**src/verilog/ionizer_pkg.sv**
```systemverilog
package ionizer_pkg;
  // one-second tick derived from the clock rate
  localparam longint CLK_PERIOD_NS = 50;
  localparam longint TICK_PERIOD_NS = 1000000000;
  localparam int TICK_CYCLES = int'(TICK_PERIOD_NS / CLK_PERIOD_NS);
  // retry timing in seconds and the check budget
  localparam int RETRY_ON_S = 10;
  localparam int RETRY_OFF_MIN = 10;
  localparam int RETRY_OFF_S = RETRY_OFF_MIN * 60;
  localparam int RETRY_CHECKS = 24;
  localparam int SEC_W = 10;
  localparam int CNT_W = 5;
  // register byte offsets
  localparam logic [3:0] CTRL_OFS = 4'h0;
  localparam logic [3:0] STATUS_OFS = 4'h4;
  localparam logic [3:0] IRQ_STAT_OFS = 4'h8;
  localparam logic [3:0] IRQ_MASK_OFS = 4'hc;
  // control fields
  localparam int CTRL_ALLOW_BIT = 0;
  localparam int CTRL_SOFT_ION_BIT = 1;
  localparam logic CTRL_ALLOW_RST = 1'b1;
  // status fields
  localparam int ST_STATE_LSB = 0;
  localparam int ST_HV_BIT = 2;
  localparam int ST_FAN_BIT = 3;
  localparam int ST_RETRY_BIT = 4;
  localparam int ST_LOCK_BIT = 5;
  localparam int ST_CNT_LSB = 6;
  localparam int ST_MODE_LSB = 11;
  // interrupt event bits
  localparam int IRQ_W = 4;
  localparam int EV_ION_ON = 0;
  localparam int EV_ION_OFF = 1;
  localparam int EV_FB_ERR = 2;
  localparam int EV_LOCK = 3;
  localparam logic [1:0] RESP_OKAY = 2'h0;
  localparam logic [1:0] RESP_SLVERR = 2'h2;
  // operating states, gray along standby, ion only, mode+ion, mode
  typedef enum logic [1:0] {
    ST_STANDBY = 2'h0,
    ST_ION_ONLY = 2'h1,
    ST_MODE_ION = 2'h3,
    ST_MODE_RUN = 2'h2
  } op_state_t;
endpackage

```
**src/verilog/ionizer_mode_controller.sv**
```systemverilog
`timescale 1ns/100ps
`default_nettype none
// How it works
// RL1: standby ion press: fan, ionizer, ion led
// RL2: ion press in ion-only returns standby
// RL3: ion-only fan follows remote tap or auto
// RL4: ion-only vane uses cooling rules, user honoured
// RL5: on/off in ion-only: mode plus ionizer
// RL6: ion-only resumes immediately after supply returns
// RL7: 24 failed checks: ionizer off, fan off in ion-only, blink
// RL8: ion press while running: ionizer, both leds
// RL9: on/off, timer off, ion, error stop ionizing
// RL10: ionizer choice forgotten after user off
// RL11: mode plus ionizer resumes after supply returns
// RL12: retry: 10 min off, then 10s on, 23 times
// RL13: count cleared: exhausted, cancelled, or feedback ok
// RL14: protection cleared: reset, on/off, forced, timer off
// RL15: restart ionizer only if running without protection
// RL16: retry intervals counted from one-second tick
module ionizer_mode_controller
  import ionizer_pkg::*;
#(
  parameter int TICK_CYCLES_P = ionizer_pkg::TICK_CYCLES
) (
  // clock, reset, clock enable
  input wire logic aclk,
  input wire logic aresetn,
  input wire logic ce,
  // axi4-lite write address and data
  input wire logic awvalid,
  output logic awready,
  input wire logic [3:0] awaddr,
  input wire logic wvalid,
  output logic wready,
  input wire logic [31:0] wdata,
  input wire logic [3:0] wstrb,
  // axi4-lite write response
  output logic bvalid,
  input wire logic bready,
  output logic [1:0] bresp,
  // axi4-lite read
  input wire logic arvalid,
  output logic arready,
  input wire logic [3:0] araddr,
  output logic rvalid,
  input wire logic rready,
  output logic [31:0] rdata,
  output logic [1:0] rresp,
  // remote receiver command pulses and selection levels
  input wire logic ion_cmd,
  input wire logic onoff_cmd,
  input wire logic off_timer_cmd,
  input wire logic forced_sw_cmd,
  input wire logic [2:0] mode_sel,
  input wire logic fan_auto_sel,
  input wire logic [1:0] fan_tap_sel,
  // supply and feedback pins
  input wire logic supply_ok,
  input wire logic ion_fb_ok,
  // drives and indicators
  output logic hv_enable,
  output logic fan_request,
  output logic fan_auto,
  output logic [1:0] fan_tap,
  output logic vane_cool_rules,
  output logic [2:0] run_mode,
  output logic ion_led,
  output logic power_led,
  output logic irq
);
  //////////////////////////////////////////////////////////////////////////
  typedef struct packed {
    op_state_t st;
    logic [2:0] mode;
    logic lock;
    logic retry;
    logic retry_on;
    logic [CNT_W-1:0] cnt;
    logic [SEC_W-1:0] sec;
    logic blink;
    logic down;
    logic restart;
    logic allow;
    logic [IRQ_W-1:0] irq_stat;
    logic [IRQ_W-1:0] irq_mask;
    logic aw_v;
    logic [3:0] aw_a;
    logic w_v;
    logic [31:0] w_d;
    logic w_s;
    logic bv;
    logic [1:0] br;
    logic rv;
    logic [31:0] rd;
    logic [1:0] rr;
    logic hv;
    logic fan;
    logic fauto;
    logic [1:0] ftap;
    logic vane;
    logic iled;
    logic pled;
  } state_t;

  localparam logic [SEC_W-1:0] ON_LAST = SEC_W'(RETRY_ON_S - 1);
  localparam logic [SEC_W-1:0] OFF_LAST = SEC_W'(RETRY_OFF_S - 1);
  localparam logic [CNT_W-1:0] CNT_LAST = CNT_W'(RETRY_CHECKS);

  state_t q, d;
  logic tick;
  logic [1:0] pins_s;
  logic supply_s;
  logic fb_ok_s;

  initial begin
    if (RETRY_CHECKS >= (1 << CNT_W)) $error("retry count too wide");
    if (RETRY_OFF_S >= (1 << SEC_W)) $error("seconds counter too narrow");
  end

  //////////////////////////////////////////////////////////////////////////
  // pin synchronisers and the one-second prescaler
  level_sync #(.W(2)) u_sync (
    .aclk(aclk),
    .aresetn(aresetn),
    .ce(ce),
    .async_in({supply_ok, ion_fb_ok}),
    .sync_out(pins_s)
  );
  assign supply_s = pins_s[1];
  assign fb_ok_s = pins_s[0];

  second_tick #(.TICK_CYCLES(TICK_CYCLES_P)) u_tick (
    .aclk(aclk),
    .aresetn(aresetn),
    .ce(ce),
    .tick(tick)
  );

  // ionizer selected in the current state
  function automatic logic ion_sel(input op_state_t s);
    return (s == ST_ION_ONLY) || (s == ST_MODE_ION);
  endfunction

  // register address decode shared by reads and writes
  function automatic logic mapped(input logic [3:0] a);
    return (a == CTRL_OFS) || (a == STATUS_OFS) || (a == IRQ_STAT_OFS) ||
           (a == IRQ_MASK_OFS);
  endfunction

  //////////////////////////////////////////////////////////////////////////
  // next-state logic
  always_comb begin
    logic ion_p;
    logic stop_err;
    logic wr;
    logic [IRQ_W-1:0] ev;
    logic [IRQ_W-1:0] clr;
    ion_p = 1'b0;
    stop_err = 1'b0;
    wr = 1'b0;
    ev = '0;
    clr = '0;
    d = q;
    // bus: hold address and data until both are here
    if (awvalid && !q.aw_v) begin
      d.aw_v = 1'b1;
      d.aw_a = awaddr;
    end
    if (wvalid && !q.w_v) begin
      d.w_v = 1'b1;
      d.w_d = wdata;
      d.w_s = wstrb[0];
    end
    if (q.aw_v && q.w_v && !q.bv) begin
      wr = q.w_s;
      d.aw_v = 1'b0;
      d.w_v = 1'b0;
      d.bv = 1'b1;
      d.br = mapped(q.aw_a) ? RESP_OKAY : RESP_SLVERR;
    end
    if (q.bv && bready) d.bv = 1'b0;
    if (wr && q.aw_a == CTRL_OFS) begin
      d.allow = q.w_d[CTRL_ALLOW_BIT];
      ion_p = q.w_d[CTRL_SOFT_ION_BIT];
    end
    if (wr && q.aw_a == IRQ_STAT_OFS) clr = q.w_d[IRQ_W-1:0];
    if (wr && q.aw_a == IRQ_MASK_OFS) d.irq_mask = q.w_d[IRQ_W-1:0];
    // bus: reads answered one cycle after acceptance
    if (arvalid && !q.rv) begin
      d.rv = 1'b1;
      d.rr = mapped(araddr) ? RESP_OKAY : RESP_SLVERR;
      d.rd = '0;
      case (araddr)
        CTRL_OFS: d.rd[CTRL_ALLOW_BIT] = q.allow;
        STATUS_OFS: begin
          d.rd[ST_STATE_LSB +: 2] = q.st;
          d.rd[ST_HV_BIT] = q.hv;
          d.rd[ST_FAN_BIT] = q.fan;
          d.rd[ST_RETRY_BIT] = q.retry;
          d.rd[ST_LOCK_BIT] = q.lock;
          d.rd[ST_CNT_LSB +: CNT_W] = q.cnt;
          d.rd[ST_MODE_LSB +: 3] = q.mode;
        end
        IRQ_STAT_OFS: d.rd[IRQ_W-1:0] = q.irq_stat;
        IRQ_MASK_OFS: d.rd[IRQ_W-1:0] = q.irq_mask;
        default: d.rd = '0;
      endcase
    end else if (q.rv && rready) begin
      d.rv = 1'b0;
    end
    ion_p = ion_p | ion_cmd;
    if (tick) d.blink = !q.blink;
    if (!supply_s) begin
      // supply lost: remember whether to restart, drop everything
      if (!q.down) begin
        d.down = 1'b1;
        d.restart = q.hv && !q.retry && !q.lock; // RL15
      end
    end else if (q.down) begin
      // supply back: resume state, ionizer only if it may restart
      d.down = 1'b0;
      if (!q.restart) begin // RL15
        if (q.st == ST_ION_ONLY) d.st = ST_STANDBY;
        if (q.st == ST_MODE_ION) d.st = ST_MODE_RUN;
      end // else RL6 RL11: state kept, ionizer and fan restart
    end else begin
      // user commands, on/off first
      if (onoff_cmd) begin
        d.lock = 1'b0; // RL14
        stop_err = 1'b1;
        case (q.st)
          ST_STANDBY: d.st = ST_MODE_RUN; // RL10
          ST_ION_ONLY: d.st = ST_MODE_ION; // RL5
          ST_MODE_ION: d.st = ST_STANDBY; // RL9
          ST_MODE_RUN: d.st = ST_STANDBY;
          default: d.st = ST_STANDBY;
        endcase
      end else if (off_timer_cmd) begin
        d.lock = 1'b0; // RL14
        stop_err = 1'b1;
        d.st = ST_STANDBY; // RL9
      end else if (ion_p) begin
        stop_err = 1'b1; // RL13
        case (q.st)
          ST_STANDBY: d.st = ST_ION_ONLY; // RL1
          ST_ION_ONLY: d.st = ST_STANDBY; // RL2
          ST_MODE_RUN: d.st = ST_MODE_ION; // RL8
          ST_MODE_ION: d.st = ST_MODE_RUN; // RL9
          default: d.st = ST_STANDBY;
        endcase
      end
      if (forced_sw_cmd) begin
        d.lock = 1'b0; // RL14
        stop_err = 1'b1;
      end
      if (d.st == ST_MODE_RUN || d.st == ST_MODE_ION) d.mode = mode_sel;
      // error detection and the timed retry sequence
      if (stop_err) begin
        d.retry = 1'b0;
        d.cnt = '0; // RL13
        d.sec = '0;
      end else if (tick && ion_sel(q.st) && !q.lock) begin // RL16
        if (!q.retry) begin
          if (q.hv && !fb_ok_s) begin
            d.retry = 1'b1; // RL9
            d.retry_on = 1'b0;
            d.sec = '0;
            d.cnt = CNT_W'(1);
            ev[EV_FB_ERR] = 1'b1;
          end
        end else if (q.retry_on) begin
          d.sec = q.sec + 1'b1;
          if (q.sec == ON_LAST) begin // RL12
            d.sec = '0;
            d.retry_on = 1'b0;
            if (fb_ok_s) begin
              d.retry = 1'b0; // RL13
              d.cnt = '0;
            end else if (q.cnt + 1'b1 == CNT_LAST) begin
              d.lock = 1'b1; // RL7
              d.retry = 1'b0;
              d.cnt = '0; // RL13
              ev[EV_LOCK] = 1'b1;
            end else begin
              d.cnt = q.cnt + 1'b1;
            end
          end
        end else begin
          d.sec = q.sec + 1'b1;
          if (q.sec == OFF_LAST) begin // RL12
            d.sec = '0;
            d.retry_on = 1'b1;
          end
        end
      end
      if (!ion_sel(d.st)) begin
        d.retry = 1'b0;
        d.cnt = '0; // RL13
      end
    end
    // drives and indicators, registered
    d.hv = supply_s && !d.down && ion_sel(d.st) && q.allow && !d.lock &&
           (!d.retry || d.retry_on); // RL1 RL8 RL12
    d.fan = supply_s && !d.down && ((d.st == ST_ION_ONLY && !d.lock) ||
            d.st == ST_MODE_RUN || d.st == ST_MODE_ION); // RL1 RL7
    d.fauto = fan_auto_sel; // RL3
    d.ftap = fan_tap_sel; // RL3
    d.vane = d.st == ST_ION_ONLY; // RL4
    d.iled = supply_s && !d.down && ion_sel(d.st) &&
             ((d.lock || d.retry) ? d.blink : 1'b1); // RL7
    d.pled = supply_s && !d.down &&
             (d.st == ST_MODE_RUN || d.st == ST_MODE_ION); // RL1 RL8
    ev[EV_ION_ON] = d.hv && !q.hv && !q.retry;
    ev[EV_ION_OFF] = !d.hv && q.hv && !d.retry;
    // sticky status, a new event beats a clear in the same cycle
    d.irq_stat = (q.irq_stat & ~clr) | ev;
  end

  //////////////////////////////////////////////////////////////////////////
  // state register
  always_ff @(posedge aclk) begin
    if (!aresetn) begin
      q <= '0;
      q.st <= ST_STANDBY;
      q.allow <= CTRL_ALLOW_RST;
    end else if (ce) begin
      q <= d;
    end
  end

  // bus handshakes and outputs
  assign awready = !q.aw_v;
  assign wready = !q.w_v;
  assign bvalid = q.bv;
  assign bresp = q.br;
  assign arready = !q.rv;
  assign rvalid = q.rv;
  assign rdata = q.rd;
  assign rresp = q.rr;
  assign hv_enable = q.hv;
  assign fan_request = q.fan;
  assign fan_auto = q.fauto;
  assign fan_tap = q.ftap;
  assign vane_cool_rules = q.vane;
  assign run_mode = q.mode;
  assign ion_led = q.iled;
  assign power_led = q.pled;
  assign irq = |(q.irq_stat & q.irq_mask);
endmodule
`default_nettype wire

```
**src/verilog/level_sync.sv**
```systemverilog
`timescale 1ns/100ps
`default_nettype none
module level_sync #(
  parameter int W = 2
) (
  // clock and reset
  input wire logic aclk,
  input wire logic aresetn,
  input wire logic ce,
  // async levels in, synced levels out
  input wire logic [W-1:0] async_in,
  output logic [W-1:0] sync_out
);
  logic [W-1:0] meta_q;

  initial begin
    if (W < 1) $error("level_sync width must be at least one");
  end

  // two flops; the first feeds only the second
  always_ff @(posedge aclk) begin
    if (!aresetn) begin
      meta_q <= '0;
      sync_out <= '0;
    end else if (ce) begin
      meta_q <= async_in;
      sync_out <= meta_q;
    end
  end
endmodule
`default_nettype wire

```
**src/verilog/second_tick.sv**
```systemverilog
`timescale 1ns/100ps
`default_nettype none
module second_tick #(
  parameter int TICK_CYCLES = 20000000
) (
  // clock and reset
  input wire logic aclk,
  input wire logic aresetn,
  input wire logic ce,
  // one-cycle pulse each tick period
  output logic tick
);
  localparam int CW = (TICK_CYCLES > 1) ? $clog2(TICK_CYCLES) : 1;
  localparam logic [CW-1:0] LAST = CW'(TICK_CYCLES - 1);
  logic [CW-1:0] cnt_q;

  initial begin
    if (TICK_CYCLES < 2) $error("tick period must be at least two cycles");
  end

  // free-running prescaler from the system clock
  always_ff @(posedge aclk) begin
    if (!aresetn) begin
      cnt_q <= '0;
      tick <= 1'b0;
    end else if (ce) begin
      tick <= (cnt_q == LAST); // RL16
      cnt_q <= (cnt_q == LAST) ? '0 : cnt_q + 1'b1;
    end
  end
endmodule
`default_nettype wire
```
**config.mk**
```make
export PLATFORM = sky130hd
export DESIGN_NAME = ionizer_mode_controller
export DESIGN_NICKNAME = d
export VERILOG_FILES = /design/src/verilog/ionizer_pkg.sv /design/src/verilog/ionizer_mode_controller.sv /design/src/verilog/level_sync.sv /design/src/verilog/second_tick.sv
export SDC_FILE = /design/constraint.sdc
export NUM_CORES = 1
export LEC_CHECK = 0
export BUFFER_PORTS_ARGS = -buffer_cell sky130_fd_sc_hd__buf_4
export CORE_AREA = 8 8 138 140
export DETAILED_ROUTE_END_ITERATION = 10
export DIE_AREA = 0 0 146 148
export PLACE_DENSITY = 0.5
export SETUP_SLACK_MARGIN = 0.1
export SLEW_MARGIN = 25
export SYNTH_ARGS = -nofsm -noshare
export SYNTH_HDL_FRONTEND = slang
export SYNTH_HIERARCHICAL = 1
export SYNTH_SLANG_ARGS = --single-unit
export TNS_END_PERCENT = 10
```
**constraint.sdc**
```tcl
create_clock -name aclk -period 2.1 [get_ports aclk]
set_clock_uncertainty 0.05 [all_clocks]
set_input_delay 0.21 -clock aclk [delete_from_list [all_inputs] [get_ports aclk]]
set_output_delay 0.21 -clock aclk [all_outputs]
set_load 0.005 [all_outputs]
```
==> results of run 1 <==
## layout by cell type (no fill, tap or decap), types with 6 or more instances in the layout
master     synthesis  layout
buf_4             41     126
dfxtp_1          102     101
nor2_1            74      73
nand2_1           51      51
a21oi_1           32      32
mux2i_1           29      29
nand3_1           24      24
conb_1             1      20
nand4_1           17      17
xor2_1            15      15
inv_1             14      13
o21ai_0           13      13
a22oi_1           13      13
nor3_1            11      11
xnor2_1            9       9
clkbuf_16          0       9
nor2b_1            8       8
or3_1              8       8
a211oi_1           6       6
## timing repair
item / in CTS / in global routing
pin swaps: 3 / 0
hold buffers: 0 / 0
endpoints found under the setup margin: 7 / 22
setup buffers: 2 / 0
gates resized for setup: 5 / 3
## routing by layer
layer	part of all wire	wire length (um)	GRT usage
met1	0.47	6151	0.1508
met2	0.47	6159	0.2016
met3	0.056	743	0.04005
met4	0.012	159	0.03143
met5	0	0	0
## cells in the mapped netlist (all sizes together), types with 4 or more instances
cell type | instances | share of area
nor2b | 8 | 0.0097
nor2 | 74 | 0.054
buf | 49 | 0.070
a22oi | 13 | 0.019
dfxtp | 102 | 0.40
o21ai | 17 | 0.017
nor4b | 5 | 0.011
xor2 | 15 | 0.026
a211oi | 6 | 0.0087
a21oi | 33 | 0.033
xnor2 | 9 | 0.015
nor3b | 4 | 0.0068
nand2 | 51 | 0.037
nor3 | 13 | 0.015
a31oi | 5 | 0.0073
nor4 | 6 | 0.010
or4 | 7 | 0.011
o31ai | 5 | 0.0083
or3 | 9 | 0.012
nand3 | 24 | 0.023
mux2i | 29 | 0.056
nand4b | 4 | 0.0068
inv | 15 | 0.011
ha | 4 | 0.0097
nand2b | 4 | 0.0049
nand4 | 19 | 0.027
clkbuf | 14 | 0.010
## worst paths after layout
| kind | slack (ns) | depth (start not counted) | end |
|---|---|---|---|
| setup / recovery | 0.11 | 6 | q[90]$_SDFFE_PN0P_ |
| hold / removal | 0.04 | 3 | q[49]$_SDFFE_PN0P_ |
| setup reg to reg | 0.11 | 6 | q[90]$_SDFFE_PN0P_ |
| hold reg to reg | 0.40 | 2 | rdata[2]$_SDFFE_PN0P_ |
## registers in the layout, indices dropped and copies added (netlist names)
signal / count
rdata: 14
ion_led: 1
vane_cool_rules: 1
fan_tap: 2
u_tick/cnt_q: 25
fan_request: 1
u_sync/sync_out: 2
rresp: 1
run_mode: 3
u_tick/tick: 1
fan_auto: 1
rvalid: 1
bvalid: 1
power_led: 1
bresp: 1
hv_enable: 1
u_sync/meta_q: 2
q: 43
## metrics by stage
| stage | area [sq um] | power, mW | setup TNS [ns] |
|---|---|---|---|
| finish | 6449 | 4.282 | 0 |
| detailed placement | 6051 | 2.378 | 0 |
| global route | 6449 | 4.471 | 0 |
| floorplan | 5238 | 2.249 | 0 |
| global placement | 6051 | 2.371 | -0.01683 |
| CTS | 6434 | 4.362 | 0 |
## layout make-up
cell class	instances	area share
Timing Repair Buffer	127	0.1498
Sequential cell	102	0.3168
Tap cell	225	0.04366
Inverter	15	0.008731
Clock inverter	6	0.01824
Clock buffer	9	0.03492
Multi-Input combinational cell	430	0.4278
## worst min-delay path: cells and delay by family
family                 cells  cell delay [ns]
multiplexers               1             0.05
AND/OR/NAND/NOR            1             0.07
buffers and inverters      1             0.08
## power groups by stage
stage | clock network (mW) | registers (mW) | logic, mW
after CTS | 2.03 | 2.00 | 0.336
final | 1.94 | 2.00 | 0.336
after global routing | 2.10 | 2.01 | 0.368
after detailed placement | 0 | 2.05 | 0.333
after floorplan | 0 | 2.04 | 0.211
after global placement | 0 | 2.04 | 0.327
## logic make-up (layout without fill, tap and decap cells)
kind of cell    count (synthesis)  in the layout  synth area share
simple gates                  244            244            0.2540
compound gates                105            105            0.1395
flops                         102            102            0.3967
buf+inv                        78            157           0.09115
mux                            33             33           0.06733
xor+xnor                       24             24           0.04084
fa+ha+maj                       4              4          0.009723
other cells                     1             20         0.0007285
==> out/results.ini, run 1 <==
[status]
outcome=finished clean

[sta]
max-slew-margin-rel=0.6335
worstMarginPinSlew_ns=0.5456
finalMaxSlewViolations=0
rsz0062_at_grt=true
finalCriticalPeriod_ns=1.992
setup_viol=0
fin_ws_ns=0.1080
fmax_ghz=0.5020
holdWs_ns=0.04013
hold_violations=0
fin_crit_sh=0.9486

[die]
dieWidth_um=146
die_h_um=148
die-area_sq_um=21610
start_util=0.3039
core_area_sq_um=16940
ios=117
rows=48

[setup_path]
path_buf_inv=0
end_kind=flop
critical-path-max-stage-delay_ns=0.37
cp.required_ns=2.32
cp_max_fo=6
critPathKind=flop to flop
crit_family=simple AND/OR/NAND/NOR gates
worstReg2RegStart=q[84]$_SDFFE_PN0P_
crit_chain=and3b_2 -> a31o_1 -> or3_4 -> o31a_4 -> and3_4 -> o31ai_2
cp.arrival_ns=2.22
cp-start-kind=flop
critPathLaunch=q[84]$_SDFFE_PN0P_
critPathSlowestCell=or3_4

[finish]
antenna_cells=0
fill_cells=1764
post_route_cells_drive_above_1_share=0.2554
multiInputGateArea_sq_um=2759
final_nets=753
fin_util=0.3808
syn_to_final_growth_pct=25.28
stdcell_count=914
regArea_sq_um=2043

[pwr]
leakage_nw=2.580
p_sw_frac=0.2300
p_sw_mw=0.9851
peakVddDrop_v=0.0003903
cellPowerDensity_nw_per_um2=664.0
p_clk_frac=0.454
p_comb_frac=0.079
p_seq_frac=0.468
internal-power_mw=3.297

[place]
dpl.cell_count=897
port_buffers=65
dp_hpwl_mm=9.992
post-place-ws_ns=0.003796
gp_congestion=0.8431

[synth]
seq_area_frac_synth=0.3967
synth_ff_type=dfxtp_1
synth_seq_cells=102
synth-edff-count=0
synthArstFlopShare=0
synth_area_per_cell_sq_um=8.710
yosys_warnings=6
netlist_instances=591
syn_area_sq_um=5147
ys_types=73

[global_routing]
grt_pass1_wl_mm=21.85
grt_pass1_vias=4378
grt_max_degree=41
track_usage=0.1222
globalRouteOverflowTotal=0
antenna_found_initial=0

[clocking]
cts.sinks=102
clockBufferDepth=2
numCtsBuffers=9
cts_root_buf=clkbuf_16
cts_htree_levels=3
cts_tree=yes
clk_pin_slew_ns=0.07
worstSkewPairLatency_ns=0.35

[min_path]
min_path_type=input port to flop
hold_start=wdata[2]

[drt]
drc=0
dr_total_vias=4472
drtIter0Drc=246
drtPass1Iterations=4
finalWirelength_mm=13.21
viasPerCell=4.893
postRouteAntennaNets=0
wl_per_cell_um=14.46

[job]
cap_violations=0

(Power assumes the default switching activity.)
==> run 2, diff against run 1 <==
- CORE_AREA: 8 8 138 140 -> 8 8 116 118
- CTS_BUF_LIST: not set -> sky130_fd_sc_hd__clkbuf_4 sky130_fd_sc_hd__clkbuf_8 sky130_fd_sc_hd__clkbuf_16
- DIE_AREA: 0 0 146 148 -> 0 0 124 126
- PLACE_DENSITY: 0.5 -> 0.7
==> run 2 against run 1 <==
Compared with the run above:
- sequential cell count unchanged
- worst hold slack better by 0.0069 ns
- register-to-register slack better by 0.02 ns
- via count down 0.58%
- combinational power down 3%
- worst setup slack better by 0.023 ns
- global-route usage up 3.1 points
- clock power down 14%
- critical path type unchanged
- largest power group unchanged
==> out/results.ini, run 2 (synthesis results as in run 1) <==
[clocking]
worstSkewPairLatency_ns=0.34  ; about the same
cts.sinks=102  ; unchanged
cts_root_buf=clkbuf_16
clockBufferDepth=2  ; unchanged
ctsHoldBuffers=0  ; unchanged
cts_htree_levels=3  ; unchanged
numCtsBuffers=9  ; unchanged
clk_pin_slew_ns=0.07  ; about the same
cts_tree=yes

[pwr]
leakage_nw=2.516  ; -2.5%
peakVddDrop_v=0.0004722  ; +21%
cellPowerDensity_nw_per_um2=639.2  ; -3.7%

[place]
dp_hpwl_mm=9.121  ; -8.7%
port_buffers=65  ; unchanged
gp_congestion=0.8823  ; +4.6%
dpl.cell_count=807  ; -10%

[drt]
viasPerCell=5.389  ; +10%
drc=0  ; unchanged
finalWirelength_mm=12.19  ; -7.7%
postRouteAntennaNets=0  ; unchanged
dr_total_vias=4446  ; -0.58%
wl_per_cell_um=14.78  ; +2.2%
drtIter0Drc=233  ; -5.3%
drtPass1Iterations=4  ; unchanged

[setup_path]
worstSetupEndpoint=q[90]$_SDFFE_PN0P_
end_kind=flop
cp.arrival_ns=2.18  ; -0.04 ns
cp.required_ns=2.31  ; about the same
ff2ff_path_depth=6  ; unchanged
cp-start-kind=flop
r2r_slack_ns=0.13  ; +0.02 ns
critPathLaunch=q[105]$_SDFFE_PN0P_
critPathKind=flop to flop
cp_max_fo=4  ; -2
regToRegEndpoint=q[90]$_SDFFE_PN0P_
worstReg2RegStart=q[105]$_SDFFE_PN0P_

[global_routing]
globalRouteOverflowTotal=0  ; unchanged
track_usage=0.1534  ; +0.03119
antenna_found_initial=0  ; unchanged
grt_max_degree=27  ; -34%
grt_pass1_wl_mm=19.97  ; -8.6%
grt_pass1_vias=4349  ; -0.66%

[die]
ios=117  ; unchanged
dieWidth_um=124  ; -15%
die-area_sq_um=15620  ; -28%
core_area_sq_um=11710  ; -31%
die_h_um=126  ; -15%
start_util=0.4395  ; +0.1356
rows=40  ; -17%

[sta]
rsz0062_at_grt=true
fin_crit_sh=0.9375  ; -0.01110
fmax_ghz=0.5079  ; +1.2%
finalMaxSlewViolations=0  ; unchanged
finalCriticalPeriod_ns=1.969  ; -0.02331 ns
worstMarginPinSlew_ns=0.6416  ; +0.09607 ns
max-slew-margin-rel=0.5683  ; -0.06519
hold_violations=0  ; unchanged
setup_viol=0  ; unchanged
fin_setup_tns_ns=0  ; unchanged

[status]
outcome=finished clean

[min_path]
min_path_type=input port to flop

[finish]
final_nets=741  ; -1.6%
top_register=q
syn_to_final_growth_pct=21.66
final_common_cell=buf_4
fill_cells=1091  ; -38%
antenna_cells=0  ; unchanged
stdcell_count=825  ; -9.7%
largest_register_ff_count=43  ; unchanged
layout_common_cells=buf_4, dfxtp_1, nor2_1
post_route_cells_drive_above_1_share=0.2611  ; +0.005619

[job]
cap_violations=0  ; unchanged

-- run 2: cell types whose count changed in the layout (fill, tap and decap cells not counted), sizes merged --
cell / previous run / this run
clkinv: 1 / 3
clkbuf: 9 / 11
bufinv: 3 / 1
buf: 127 / 115
inv: 16 / 15
-- run 2: layout make-up --
cell class | instances | area (sq um) | area share
multi-input cells | 430 | 2791 | 0.4458
flip-flops and latches | 102 | 2051 | 0.3275
repair buffers | 115 | 879.6 | 0.1405
clock buffers | 11 | 240.2 | 0.03836
well taps | 147 | 183.9 | 0.02937
clock inverters | 5 | 60.06 | 0.009590
inverters | 15 | 56.30 | 0.008991
-- run 2: worst min path at each step --
stage | from | end | slack (ns) | cells after the start
after CTS | wdata[2] | q[49]$_SDFFE_PN0P_ | 0.04 | 3
after floorplan | aresetn | u_tick/tick$_SDFFE_PN0P_ | 0.28 | 1
after global placement | wdata[0] | q[47]$_SDFFE_PN0P_ | 0.39 | 3
final | wdata[0] | q[47]$_SDFFE_PN0P_ | 0.05 | 3
after detailed placement | wdata[0] | q[47]$_SDFFE_PN0P_ | 0.40 | 3
after global routing | wdata[3] | q[50]$_SDFFE_PN0P_ | 0.05 | 3
-- run 2: timing repair --
action / in CTS / in global routing
hold endpoints to repair: 0 / 0
endpoints found under the setup margin: 21 / 35
setup buffers: 0 / 2
gates resized for setup: 7 / 15
pin swaps: 2 / 1
-- run 2: worst max-delay path: stages (launching register included) --
cell and delay (ns):
dfxtp_1 0.34, nor3_2 0.26, nand3_1 0.11, or3_4 0.42, o31a_4 0.31, and3_4 0.18
o31ai_2 0.20
-- run 2: where the power goes --
group	switching, mW	internal (mW)	leakage (nW)	total (mW)
sequential	0.0335	1.97	0.830	2.00
clock	0.719	0.953	0.147	1.67
combinational	0.175	0.152	1.54	0.327
total	0.928	3.07	2.52	4.00
-- run 2: per-stage QoR --
step	utilization	total power, mW	hold WS [ns]	area (sq um)	worst slack (ns)
finish	0.5347	4.003	0.04700	6262	0.1313
global route	0.5347	4.155	0.05391	6262	0.03450
CTS	0.5279	4.029	0.03939	6182	0.07668
detailed placement	0.5006	2.363	0.3977	5863	-0.03327
global placement	0.5006	2.353	0.3867	5863	0.01427
floorplan	-	2.249	0.2817	5238	0.08944
-- run 2: per-layer routing --
layer | vias to the layer above | routed length, um | track usage
met5 | - | 0 | 0
met2 | 104 | 6133 | 0.2678
met1 | 2102 | 5145 | 0.1827
met3 | 18 | 743 | 0.03307
met4 | 0 | 169 | 0.04412
li1 | 2222 | - | -
